===== src/rtl/scs_pkg.sv =====
// scs_pkg: constants, encodings and state record of the system clock switch
// assumes a 50 MHz ref_clk and byte addresses on an Avalon-MM register port
package scs_pkg;

	////////////////////////////////////////////////////////////////////////////
	// timing
	localparam int unsigned CLK_MHZ      = 50;
	localparam int unsigned POWER_UP_DELAY_TIMER_TIME_US = 72000;
	localparam int unsigned LOCK_TIME_US = 2000;
	localparam int unsigned POWER_UP_DELAY_TIMER_CYC     = POWER_UP_DELAY_TIMER_TIME_US * CLK_MHZ;
	localparam int unsigned LOCK_CYC     = LOCK_TIME_US * CLK_MHZ;
	localparam int unsigned OST_EDGES    = 1024;
	localparam int unsigned SYNC_EDGES   = 8;
	localparam int unsigned FILT_CYC     = 4;
	localparam int unsigned CNT_W        = 22;
	localparam int unsigned LK_W         = 17;
	localparam logic [CNT_W-1:0] OST_LAST  = CNT_W'(OST_EDGES - 1);
	localparam logic [CNT_W-1:0] SYNC_LAST = CNT_W'(SYNC_EDGES - 1);
	localparam logic [2:0]       FILT_MAX  = 3'(FILT_CYC);

	////////////////////////////////////////////////////////////////////////////
	// register map and fields
	localparam logic [3:0] OFS_OSC_CTRL = 4'h0;
	localparam logic [3:0] OFS_CAUSE    = 4'h4;
	localparam int unsigned BIT_LOCK    = 3;
	localparam int unsigned BIT_PLL_EN  = 2;
	localparam int unsigned BIT_SEL_MUL = 1;
	localparam int unsigned BIT_SEL_SEC = 0;

	////////////////////////////////////////////////////////////////////////////
	// encodings
	typedef enum logic [1:0] {
		SRC_PRI = 2'h0,
		SRC_MUL = 2'h1,
		SRC_SEC = 2'h2
	} scs_src_t;

	typedef enum logic [3:0] {
		MODE_LP        = 4'h0,
		MODE_XT        = 4'h1,
		MODE_HS        = 4'h2,
		MODE_RC        = 4'h3,
		MODE_EC        = 4'h4,
		MODE_EXTERNAL_CLOCK_IO_MODE      = 4'h5,
		MODE_RESISTOR_CAPACITOR_IO_MODE      = 4'h6,
		MODE_HS_FIXED  = 4'h7,
		MODE_EC_FIXED  = 4'h8,
		MODE_EXTERNAL_CLOCK_IO_MODE_FIXD = 4'h9,
		MODE_HS_SOFT   = 4'ha,
		MODE_EXTERNAL_CLOCK_IO_MODE_SOFT = 4'hb
	} scs_mode_t;

	typedef enum logic [3:0] {
		CAUSE_NONE      = 4'h0,
		CAUSE_POR       = 4'h1,
		CAUSE_EXT_RUN   = 4'h2,
		CAUSE_EXT_SLEEP = 4'h3,
		CAUSE_WDT       = 4'h4,
		CAUSE_BOR       = 4'h5,
		CAUSE_INSTR     = 4'h6,
		CAUSE_STK_FULL  = 4'h7,
		CAUSE_STK_UNDER = 4'h8
	} scs_cause_t;

	typedef enum logic [5:0] {
		ST_POWER_UP_DELAY_TIMER  = 6'h01,
		ST_OST   = 6'h02,
		ST_LOCK  = 6'h04,
		ST_SYNC  = 6'h08,
		ST_RUN   = 6'h10,
		ST_SLEEP = 6'h20
	} scs_state_t;

	typedef struct packed {
		scs_state_t       st;
		scs_src_t         cur;
		scs_src_t         tgt;
		logic [CNT_W-1:0] cnt;
		logic [LK_W-1:0]  lk_cnt;
		logic             lock;
		logic             pll_en;
		logic             sel_mul;
		logic             sel_sec;
		logic             stall;
		logic             rst_out;
		logic             osc_run;
		logic             out_oe;
		logic             ext_low;
		logic             osc_p;
		logic             sec_p;
		logic             waitreq;
		logic [3:0]       cause;
		logic [2:0]       filt;
		logic [7:0]       rdata;
	} scs_st_t;

	localparam scs_st_t RESET_STATE = '{
		st: ST_POWER_UP_DELAY_TIMER, cur: SRC_PRI, tgt: SRC_PRI, cnt: '0, lk_cnt: '0,
		lock: 1'b0, pll_en: 1'b0, sel_mul: 1'b0, sel_sec: 1'b0,
		stall: 1'b1, rst_out: 1'b1, osc_run: 1'b0, out_oe: 1'b0,
		ext_low: 1'b0, osc_p: 1'b0, sec_p: 1'b0, waitreq: 1'b1,
		cause: CAUSE_POR, filt: 3'h0, rdata: 8'h00
	};

endpackage : scs_pkg


===== src/rtl/scs_clock_switch.sv =====
// scs_clock_switch: system clock source switch, start-up timers and reset sequencing
// assumes all inputs except rst_n synchronous to ref_clk; clock sources arrive as sampled levels
//
// The implementer's own choices: the register offsets and the Avalon-MM register port.
`timescale 1ns/1ps
`default_nettype none

module scs_clock_switch #(
	parameter int unsigned POWER_UP_DELAY_TIMER_CYC = scs_pkg::POWER_UP_DELAY_TIMER_CYC,    // power-up delay cycles
	parameter int unsigned LOCK_CYC = scs_pkg::LOCK_CYC     // multiplier lock wait cycles
) (
	input  wire logic        ref_clk,                       // block clock, 50 MHz
	input  wire logic        rst_n,                         // power-on reset, async
	input  wire logic [3:0]  avs_address,                   // byte address
	input  wire logic        avs_read,                      // read request
	input  wire logic        avs_write,                     // write request
	input  wire logic [31:0] avs_writedata,                 // write data
	output logic      [31:0] avs_readdata,                  // read data
	output logic             avs_waitrequest,               // low when answered
	input  wire logic [3:0]  osc_mode,                      // oscillator mode configuration
	input  wire logic        switching_feature_disable_n,   // zero enables switching
	input  wire logic        power_up_delay_timer_enable,                   // power-up delay enable
	input  wire logic        secondary_oscillator_enable,   // secondary oscillator on
	input  wire logic        oscillator_in_pin,             // primary source level
	input  wire logic        secondary_osc_in,              // secondary source level
	input  wire logic        external_reset_pin_n,          // external reset pin level
	input  wire logic        brown_out_reset,               // brown-out level
	input  wire logic        watchdog_timer_event,          // watchdog timeout pulse
	input  wire logic        reset_instr,                   // reset instruction pulse
	input  wire logic        stack_full_rst,                // stack full pulse
	input  wire logic        stack_underflow_rst,           // stack underflow pulse
	input  wire logic        wake_irq,                      // interrupt wake request
	input  wire logic        sleep_req,                     // sleep instruction
	input  wire logic        first_quarter_phase,           // core at first quarter
	output logic      [1:0]  sys_clk_sel,                   // active clock source
	output logic             cpu_stall,                     // core frozen
	output logic             cpu_reset,                     // core held in reset
	output logic             osc_enable,                    // primary oscillator running
	output logic             mult_enable,                   // multiplier powered
	output logic             oscillator_out_pin_o,          // second pin level
	output logic             oscillator_out_pin_oe          // second pin driven
);

	localparam int CW = scs_pkg::CNT_W;
	localparam int LW = scs_pkg::LK_W;
	localparam logic [CW-1:0] POWER_UP_DELAY_TIMER_LAST = CW'(POWER_UP_DELAY_TIMER_CYC - 1);
	localparam logic [LW-1:0] LOCK_LAST = LW'(LOCK_CYC - 1);

	////////////////////////////////////////////////////////////////////////////
	// mode decoding

	function automatic logic is_crystal(input logic [3:0] m);
		return m == scs_pkg::MODE_LP || m == scs_pkg::MODE_XT || m == scs_pkg::MODE_HS
			|| m == scs_pkg::MODE_HS_FIXED || m == scs_pkg::MODE_HS_SOFT;
	endfunction : is_crystal

	function automatic logic fixed_mul(input logic [3:0] m);
		return m == scs_pkg::MODE_HS_FIXED || m == scs_pkg::MODE_EC_FIXED
			|| m == scs_pkg::MODE_EXTERNAL_CLOCK_IO_MODE_FIXD;
	endfunction : fixed_mul

	function automatic logic soft_mul(input logic [3:0] m);
		return m == scs_pkg::MODE_HS_SOFT || m == scs_pkg::MODE_EXTERNAL_CLOCK_IO_MODE_SOFT;
	endfunction : soft_mul

	function automatic logic low_in_sleep(input logic [3:0] m);
		return m == scs_pkg::MODE_RC || m == scs_pkg::MODE_EC;
	endfunction : low_in_sleep

	function automatic scs_pkg::scs_src_t want_src(input logic [3:0] m, input logic sec, input logic mul);
		if (sec)
			return scs_pkg::SRC_SEC;
		if (fixed_mul(m) || (soft_mul(m) && mul))
			return scs_pkg::SRC_MUL;
		return scs_pkg::SRC_PRI;
	endfunction : want_src

	function automatic scs_pkg::scs_state_t first_wait(input logic [3:0] m, input logic stopped,
		input scs_pkg::scs_src_t t);
		if (is_crystal(m) && stopped)
			return scs_pkg::ST_OST;
		if (t == scs_pkg::SRC_MUL)
			return scs_pkg::ST_LOCK;
		return scs_pkg::ST_SYNC;
	endfunction : first_wait

	////////////////////////////////////////////////////////////////////////////
	// state

	scs_pkg::scs_st_t q;
	scs_pkg::scs_st_t n;
	logic             wr;
	logic             osc_edge;
	logic             sec_edge;
	logic             tgt_edge;
	logic             go;
	logic             go_power_up_delay_timer;
	logic [3:0]       go_cause;
	scs_pkg::scs_src_t want;

	always_comb
	begin
		n        = q;
		wr       = avs_write && !q.waitreq;
		osc_edge = oscillator_in_pin && !q.osc_p;
		sec_edge = secondary_osc_in && !q.sec_p;
		tgt_edge = (q.tgt == scs_pkg::SRC_SEC) ? sec_edge : osc_edge;
		want     = want_src(osc_mode, q.sel_sec, q.sel_mul);
		n.osc_p  = oscillator_in_pin;
		n.sec_p  = secondary_osc_in;

		// pin filter: only a low held FILT_CYC cycles counts
		if (external_reset_pin_n)
			n.filt = 3'h0;
		else if (q.filt != scs_pkg::FILT_MAX)
			n.filt = q.filt + 3'h1;
		n.ext_low = (q.filt == scs_pkg::FILT_MAX);

		// multiplier lock timer
		// lock wait only starts once the start-up count is over
		if (!(q.pll_en && q.osc_run) || q.st == scs_pkg::ST_OST)
		begin
			n.lk_cnt = '0;
			n.lock   = 1'b0;
		end
		else if (q.lk_cnt == LOCK_LAST)
			n.lock = 1'b1;
		else
			n.lk_cnt = q.lk_cnt + 1'b1;

		// register port
		if (wr && avs_address == scs_pkg::OFS_OSC_CTRL)
		begin
			n.pll_en  = avs_writedata[scs_pkg::BIT_PLL_EN];
			n.sel_mul = avs_writedata[scs_pkg::BIT_SEL_MUL];
			n.sel_sec = avs_writedata[scs_pkg::BIT_SEL_SEC];
		end
		if (fixed_mul(osc_mode))
			n.pll_en = 1'b1;
		else if (!soft_mul(osc_mode))
			n.pll_en = 1'b0;
		if (!(n.pll_en && n.lock && soft_mul(osc_mode)))
			n.sel_mul = 1'b0;
		if (switching_feature_disable_n || !secondary_oscillator_enable)
			n.sel_sec = 1'b0;
		if ((avs_read || avs_write) && q.waitreq)
		begin
			n.waitreq = 1'b0;
			case (avs_address)
				scs_pkg::OFS_OSC_CTRL: n.rdata = {4'h0, q.lock, q.pll_en, q.sel_mul, q.sel_sec};
				scs_pkg::OFS_CAUSE:    n.rdata = {4'h0, q.cause};
				default:               n.rdata = 8'h00;
			endcase
		end
		else
			n.waitreq = 1'b1;

		// source sequencing
		case (q.st)
			scs_pkg::ST_POWER_UP_DELAY_TIMER:
			begin
				n.cnt = q.cnt + 1'b1;
				if (!power_up_delay_timer_enable || q.cnt == POWER_UP_DELAY_TIMER_LAST)
				begin
					n.cnt     = '0;
					n.osc_run = 1'b1;
					n.tgt     = want_src(osc_mode, 1'b0, 1'b0);
					n.st      = first_wait(osc_mode, !q.osc_run, n.tgt);
				end
			end
			scs_pkg::ST_OST:
			begin
				if (osc_edge)
				begin
					n.cnt = q.cnt + 1'b1;
					if (q.cnt == scs_pkg::OST_LAST)
					begin
						n.cnt = '0;
						n.st  = (q.tgt == scs_pkg::SRC_MUL) ? scs_pkg::ST_LOCK : scs_pkg::ST_SYNC;
					end
				end
			end
			scs_pkg::ST_LOCK:
			begin
				if (q.lock)
				begin
					n.cnt = '0;
					n.st  = scs_pkg::ST_SYNC;
				end
			end
			scs_pkg::ST_SYNC:
			begin
				if (tgt_edge)
				begin
					n.cnt = q.cnt + 1'b1;
					if (q.cnt == scs_pkg::SYNC_LAST)
					begin
						n.cnt     = '0;
						n.cur     = q.tgt;
						n.stall   = 1'b0;
						n.rst_out = 1'b0;
						n.osc_run = (q.tgt != scs_pkg::SRC_SEC);
						n.st      = scs_pkg::ST_RUN;
					end
				end
			end
			scs_pkg::ST_RUN:
			begin
				if (first_quarter_phase && sleep_req)
				begin
					n.st      = scs_pkg::ST_SLEEP;
					n.stall   = 1'b1;
					n.osc_run = 1'b0;
					n.out_oe  = low_in_sleep(osc_mode);
				end
				else if (first_quarter_phase && want != q.cur)
				begin
					n.stall   = 1'b1;
					n.tgt     = want;
					n.cnt     = '0;
					n.osc_run = q.osc_run || want != scs_pkg::SRC_SEC;
					n.st      = (want == scs_pkg::SRC_SEC) ? scs_pkg::ST_SYNC
						: first_wait(osc_mode, !q.osc_run, want);
				end
			end
			scs_pkg::ST_SLEEP:
			begin
				if (wake_irq || watchdog_timer_event)
				begin
					n.out_oe  = 1'b0;
					n.tgt     = q.cur;
					n.cnt     = '0;
					n.osc_run = (q.cur != scs_pkg::SRC_SEC);
					n.st      = (q.cur == scs_pkg::SRC_SEC) ? scs_pkg::ST_SYNC
						: first_wait(osc_mode, 1'b1, q.cur);
				end
			end
			default:
				n.st = scs_pkg::ST_RUN;
		endcase

		// reset kinds, highest priority first
		go       = 1'b1;
		go_power_up_delay_timer  = 1'b0;
		go_cause = q.cause;
		if (brown_out_reset)
		begin
			go_power_up_delay_timer  = 1'b1;
			go_cause = scs_pkg::CAUSE_BOR;
		end
		else if (q.ext_low && q.st != scs_pkg::ST_POWER_UP_DELAY_TIMER)
			go_cause = (q.st == scs_pkg::ST_SLEEP) ? scs_pkg::CAUSE_EXT_SLEEP
				: (q.rst_out ? q.cause : scs_pkg::CAUSE_EXT_RUN);
		else if (watchdog_timer_event && q.st != scs_pkg::ST_SLEEP)
			go_cause = scs_pkg::CAUSE_WDT;
		else if (reset_instr)
			go_cause = scs_pkg::CAUSE_INSTR;
		else if (stack_full_rst)
			go_cause = scs_pkg::CAUSE_STK_FULL;
		else if (stack_underflow_rst)
			go_cause = scs_pkg::CAUSE_STK_UNDER;
		else
			go = 1'b0;

		if (go)
		begin
			n.rst_out = 1'b1;
			n.stall   = 1'b1;
			n.cause   = go_cause;
			n.sel_sec = 1'b0;
			n.sel_mul = 1'b0;
			n.pll_en  = fixed_mul(osc_mode);
			n.tgt     = want_src(osc_mode, 1'b0, 1'b0);
			n.cnt     = '0;
			n.out_oe  = 1'b0;
			n.osc_run = !go_power_up_delay_timer;
			if (go_power_up_delay_timer && power_up_delay_timer_enable)
				n.st = scs_pkg::ST_POWER_UP_DELAY_TIMER;
			else
				n.st = first_wait(osc_mode, go_power_up_delay_timer || !q.osc_run, n.tgt);
		end
	end

	always_ff @(posedge ref_clk or negedge rst_n)
	begin
		if (!rst_n)
			q <= scs_pkg::RESET_STATE;
		else
			q <= n;
	end

	assign avs_readdata          = {24'h00_0000, q.rdata};
	assign avs_waitrequest       = q.waitreq;
	assign sys_clk_sel           = q.cur;
	assign cpu_stall             = q.stall;
	assign cpu_reset             = q.rst_out;
	assign osc_enable            = q.osc_run;
	assign mult_enable           = q.pll_en;
	assign oscillator_out_pin_o  = 1'b0;
	assign oscillator_out_pin_oe = q.out_oe;
endmodule : scs_clock_switch

`default_nettype wire


===== config.mk =====
export PLATFORM = sky130hd
export DESIGN_NAME = scs_clock_switch
export DESIGN_NICKNAME = d
export VERILOG_FILES = /design/src/rtl/scs_pkg.sv /design/src/rtl/scs_clock_switch.sv
export SDC_FILE = /design/constraint.sdc
export NUM_CORES = 1
export LEC_CHECK = 0
export BUFFER_PORTS_ARGS = -buffer_cell sky130_fd_sc_hd__buf_2
export CAP_MARGIN = 0
export CELL_PAD_IN_SITES_DETAIL_PLACEMENT = 1
export CELL_PAD_IN_SITES_GLOBAL_PLACEMENT = 1
export CORE_AREA = 3 3 109 111
export CTS_BUF_LIST = sky130_fd_sc_hd__clkbuf_4
export DETAILED_ROUTE_END_ITERATION = 6
export DIE_AREA = 0 0 112 114
export GPL_TIMING_DRIVEN = 0
export PLACE_DENSITY_LB_ADDON = 0.1
export SETUP_SLACK_MARGIN = 0.02
export SYNTH_ARGS = -nofsm -noshare
export SYNTH_HDL_FRONTEND = slang
export SYNTH_SLANG_ARGS = --single-unit

===== constraint.sdc =====
create_clock -name ref_clk -period 3.2 [get_ports ref_clk]
set_input_delay 0.16 -clock ref_clk [delete_from_list [all_inputs] [get_ports ref_clk]]
set_output_delay 0.16 -clock ref_clk [all_outputs]
set_load 0.05 [all_outputs]

### Word-level counts from Yosys, hierarchy flattened

Cells that the tools add are included.

* add/sub/neg operators: 3
* equal/unequal tests: 50
* multiplexer cells: 130
* reductions and logical operators: 62

Operators with widths (count)
* 6-bit two-way mux: 26
* 22-bit case mux with 6 select lines: 1
* 24-bit two-way mux: 5
* 22-bit two-way mux: 5
* 1-bit two-way mux: 57
* 4-bit two-way mux: 9
* 6-bit case mux with 6 select lines: 1
* 3-bit != test, second input constant: 11
* 22-bit by 1-bit adder with 22-bit output, second input constant: 1
* 22-bit by 10-bit equality test with 1-bit output, second input constant: 1
* 22-bit equality test, second input constant: 1
* 22-bit by 3-bit equality test with 1-bit output, second input constant: 1
* 2-bit two-way mux: 11
* 18-bit two-way mux: 1
* 17-bit by 1-bit adder with 17-bit output, second input constant: 1
* 17-bit equality test, second input constant: 1
* 17-bit two-way mux: 1
* 4-bit equality test, second input constant: 4
* 1-bit logical AND: 16
* 1-bit logical OR: 16
* 8-bit two-way mux: 2
* 3-bit two-way mux: 5
* 4-bit by 3-bit equality test with 1-bit output, second input constant: 3
* 3-bit AND reduction: 4
* 37 further kinds: 61

* register bits: 76
* input port bits: 58
* word-level logic and storage cells: 265

### Depth between registers and ports, before layout

* depth after elaboration: 24
* gate-level depth with buffers: 10
* depth with buffers taken out: 8

### Least setup slack after synthesis

Ideal clock, no wire load.

* path type: register to register
* from: reg q[71] in the netlist's numbering
* to: reg q[49] in the netlist's numbering
* setup time: 0.069 ns
* data arrival time: 2.820 ns
* required time: 3.131 ns
* setup slack: 0.311 ns
* cell stages (with the launch flop): 10
* path buffers: 2
* clock period less this slack: 2.889 ns
* cells stage by stage: dfrtp_1 > buf_6 > or4_4 > or2_1 > a211o_1 > or3_1 > or2_4 > clkbuf_2 > or4_1 > nand3_1

* cells in the longest elaborated chain, start to end: 7

RTL lines
* from (decl): line scs_clock_switch.sv:90 `scs_pkg::scs_st_t q;`
* from (signal assigned): line scs_clock_switch.sv:287 `q <= scs_pkg::RESET_STATE;`
* from (signal assigned): line scs_clock_switch.sv:289 `q <= n;`
* 6-bit != test: line scs_clock_switch.sv:254 `else if (watchdog_timer_event && q.st != scs_pkg::ST_SLEEP)`
* 1-bit logical AND: line scs_clock_switch.sv:254
* 1-bit two-way mux: line scs_clock_switch.sv:254
* 1-bit two-way mux: line scs_clock_switch.sv:251 `else if (q.ext_low && q.st != scs_pkg::ST_POWER_UP_DELAY_TIMER)`
* 1-bit two-way mux: line scs_clock_switch.sv:246 `if (brown_out_reset)`
* 7-bit nonzero test (no line) / 3-bit != test (equally long branches)
* 7-bit AND reduction (no line)

Several ways; a longest one is shown, not always the timed one.
A chain may end at the register's enable or synchronous reset.

### Worst setup path after layout

* from: reg q[73] in the netlist's numbering
* to: reg q[62] in the netlist's numbering

The elaborated chain is that of the path after synthesis.

==> flow_summary_export.csv <==
group,metric,value,unit
drt,num_vias,4431,
timing,highest_attainable_clock_frequency,0.326,GHz
timing,slew_headroom,57.6,%
drt,wl_per_cell,18.4,um
die,fp.dieH,114,um
timing,grt_setup_unrepaired,"true",
drt,drtPass1Iterations,5,
yosys,number_of_warnings_issued_by_yosys,0,
yosys,syn_area,4580,um^2
clock_tree,clock_path_buffers,2,
yosys,ys_ff_latch,72,
yosys,synth.avg_cell_area,8.46,um^2
worst_setup_path,critical_path.max_fanout,10,
timing,min_period_over_period,95.9,%
timing,final-hold-violation-count,0,
die,io_pins,99,
clock_tree,insertion_delay,0.46,ns
yosys,postSynth.asyncResetShare,100,%
worst_setup_path,max_stage_delay,0.56,ns
final_layout,nFillCells,1350,
clock_tree,clkTransAtPathRegs,0.13,ns
final_layout,mostFrequentLayoutCells,"67 x dfrtp_1, 49 x nand3_1, 49 x nand2_1",
worst_setup_path,cp_slowest_cell,"or4_4",
drt,routed_wl,14300,um
drt,initialDrtViolationCount,274,
clock_tree,cts_tree,"yes",
worst_setup_path,cp-end-kind,"flop",
clock_tree,htree_levels,3,
grt,grt_pass1_vias,4632,
placed_design,place.port_buffers,39,
outcome,status,"completed",
die,fp.dieArea,12800,um^2
timing,final_max_slew_viol_count,0,
drt,post-route-drc-count,0,
yosys,synth.distinct_cells,64,
clock_tree,cts_inserted_buffers,9,
timing,skew,0.0147,ns
final_layout,finalCoreUtilization,49.8,%
final_layout,layout_commonest_cell,"dfrtp_1",
grt,residual_overflow_from_global_routing,0,
die,initial_util,42.0,%
final_layout,multi_input_area,2500,um^2
yosys,synthFlopType,"dfrtp_1",
timing,post-route-min-period,3.07,ns
grt,number_of_antenna_violations_at_the_first_check_in_global_routing,0,
clock_tree,clock-root-buffer,"clkbuf_4",
placed_design,place.gp.congestion,0.870,
grt,first_pass_grt_wire_length,24000,um
timing,worst_slack,0.131,ns
final_layout,antenna-diode-count,0,
worst_setup_path,worstPathArrival,3.46,ns
final_layout,areaGrowthSynthToFinish,18.4,%
yosys,count_of_flip_flops_with_a_built_in_enable_after_synthesis,0,
grt,grtUsageTotal,23.3,%
worst_setup_path,critical_path_class,"reg2reg",
yosys,synth_sequential_area_ratio,39.5,%
drt,vias_per_cell,5.68,
pwr,peakVddDrop,0.000274,V
drt,detail-route-antenna-nets,0,
timing,final-setup-viol-count,0,
pwr,static-leakage-power,2.32,nW
run,max_cap_viol_count,0,
die,floorplan.core_area,10900,um^2
worst_setup_path,cp.required,3.59,ns
grt,pin_count_of_the_biggest_net_entering_global_routing,48,
placed_design,placed_wire_length_estimate,10700,um
placed_design,dp_slack,-0.438,ns
pwr,power_per_cell_area,402,nW/um^2
worst_setup_path,worstSetupStartpointType,"flop",
hold_path,hp-class,"in2reg",
die,std_cell_rows,38,
timing,max_slew.worst_pin.slew,0.632,ns
final_layout,post_route_cells_drive_above_1_share,20.0,%
final_layout,number_of_nets_in_the_layout,697,
clock_tree,cts_num_sinks,72,
die,die_w,112,um
final_layout,layout.area.seq,1810,um^2
worst_setup_path,critical_path_cell_by_cell,"or4_4 -> or2_1 -> a211o_1 -> or3_4 -> or2_4 -> buf_4 -> or4_1 -> nand3_1",
yosys,netlist_instances,541,
==> worst max-delay path: cells and delay by family (launching register included) <==
| family | cells | cell delay [ns] |
|---|---|---|
| flops | 1 | 0.46 |
| buf+inv | 1 | 0.18 |
| compound gates | 1 | 0.30 |
| simple gates | 6 | 2.05 |
==> worst paths after layout <==
check                           startpoint               to  slack, ns  cells after the start
min reg2reg                avs_readdata[3]  avs_readdata[3]       0.51                      2
min in group asynchronous            rst_n            q[67]       0.16                      2
max reg2reg                          q[73]            q[62]       0.13                      8
min                              sleep_req            q[75]       0.08                      3
max                                  q[73]            q[62]       0.13                      8
max in group asynchronous            rst_n            q[70]       2.41                      3
==> kinds of logic after synthesis <==
family	synth area share, %
xor gates and xnor gates	2.49
other	0.0819
buffers and inverters	9.05
AOI/OAI and AO/OA	13.9
DFF	39.5
adders and majority gates	1.31
muxes	2.54
and+or+nand+nor	31.1
==> report_power, final <==
part	switching [mW]	total (mW)	internal, mW
Clock	0.363	0.600	0.237
Combinational	0.413	0.621	0.207
Sequential	0.0228	0.960	0.937
Total	0.799	2.18	1.38
==> final cells by class <==
type | count | share of cell area (%)
multi-input cells | 426 | 46.1
flip-flops and latches | 72 | 33.4
plain buffers | 57 | 6.97
repair buffers | 55 | 6.83
well taps | 140 | 3.23
clock inverters | 7 | 1.32
clock buffers | 9 | 1.25
inverters | 14 | 0.970
==> synthesized netlist by cell type (all sizes together) (4+ instances only) <==
cell    instances  area share (%)
or2             5            0.74
nor4            8             1.1
clkbuf         20             1.7
and2            8             1.1
nand3          49             5.4
xnor2           6             1.1
dfstp           5             2.9
xor2            7             1.3
mux2            5             1.2
nand4          22             3.0
buf            37             6.2
nor2b           6            0.82
o21a            6            0.98
nand2          49             4.0
a21oi          30             3.3
o21ai          33             3.6
nor2           43             3.5
mux2i           6             1.3
dfrtp          67              37
or3             9             1.2
nand4b          4            0.77
a211oi          4            0.66
nand2b          7            0.96
or4            19             3.2
nor3           18             2.0
ha              4             1.1
inv            14             1.1
==> flip-flops by register name, summed over array words and instances, names as in the netlist <==
name and cells:
oscillator_out_pin_oe 1, osc_enable 1, avs_waitrequest 1, mult_enable 1, q 60, cpu_reset 1, avs_readdata 4, cpu_stall 1
sys_clk_sel 2
==> stage by stage <==
stage | setup TNS (ns) | std cells | power, mW | area [um^2] | hold WS (ns)
6_report | 0 | 780 | 2.18 | 5420 | 0.0763
3_5_place_dp | -7.23 | 749 | 1.56 | 5080 | 0.107
5_1_grt | 0 | 780 | 2.30 | 5420 | 0.0572
3_3_place_gp | -6.48 | 748 | 1.54 | 5050 | 0.282
2_1_floorplan | 0 | 569 | 1.37 | 4680 | -0.136
4_1_cts | 0 | 778 | 2.18 | 5360 | 0.0255
==> per-layer routing <==
| layer | global-route usage, % | share of wire [%] | vias up |
|---|---|---|---|
| met4 | 5.37 | 1.3 | 0 |
| met5 | 0 | 0 | - |
| li1 | - | - | 2102 |
| met2 | 39.4 | 49 | 133 |
| met3 | 4.35 | 5.5 | 16 |
| met1 | 31.3 | 45 | 2180 |
==> repair_timing <==
action / in CTS / in global routing
pin swaps: 0 / 1
hold buffers: 13 / 0
setup endpoints to repair: 21 / 27
endpoints found under the hold margin: 78 / 0
gates resized for setup: 6 / 21
setup buffers: 0 / 2
No activity file was read; power rests on OpenSTA's default activity.
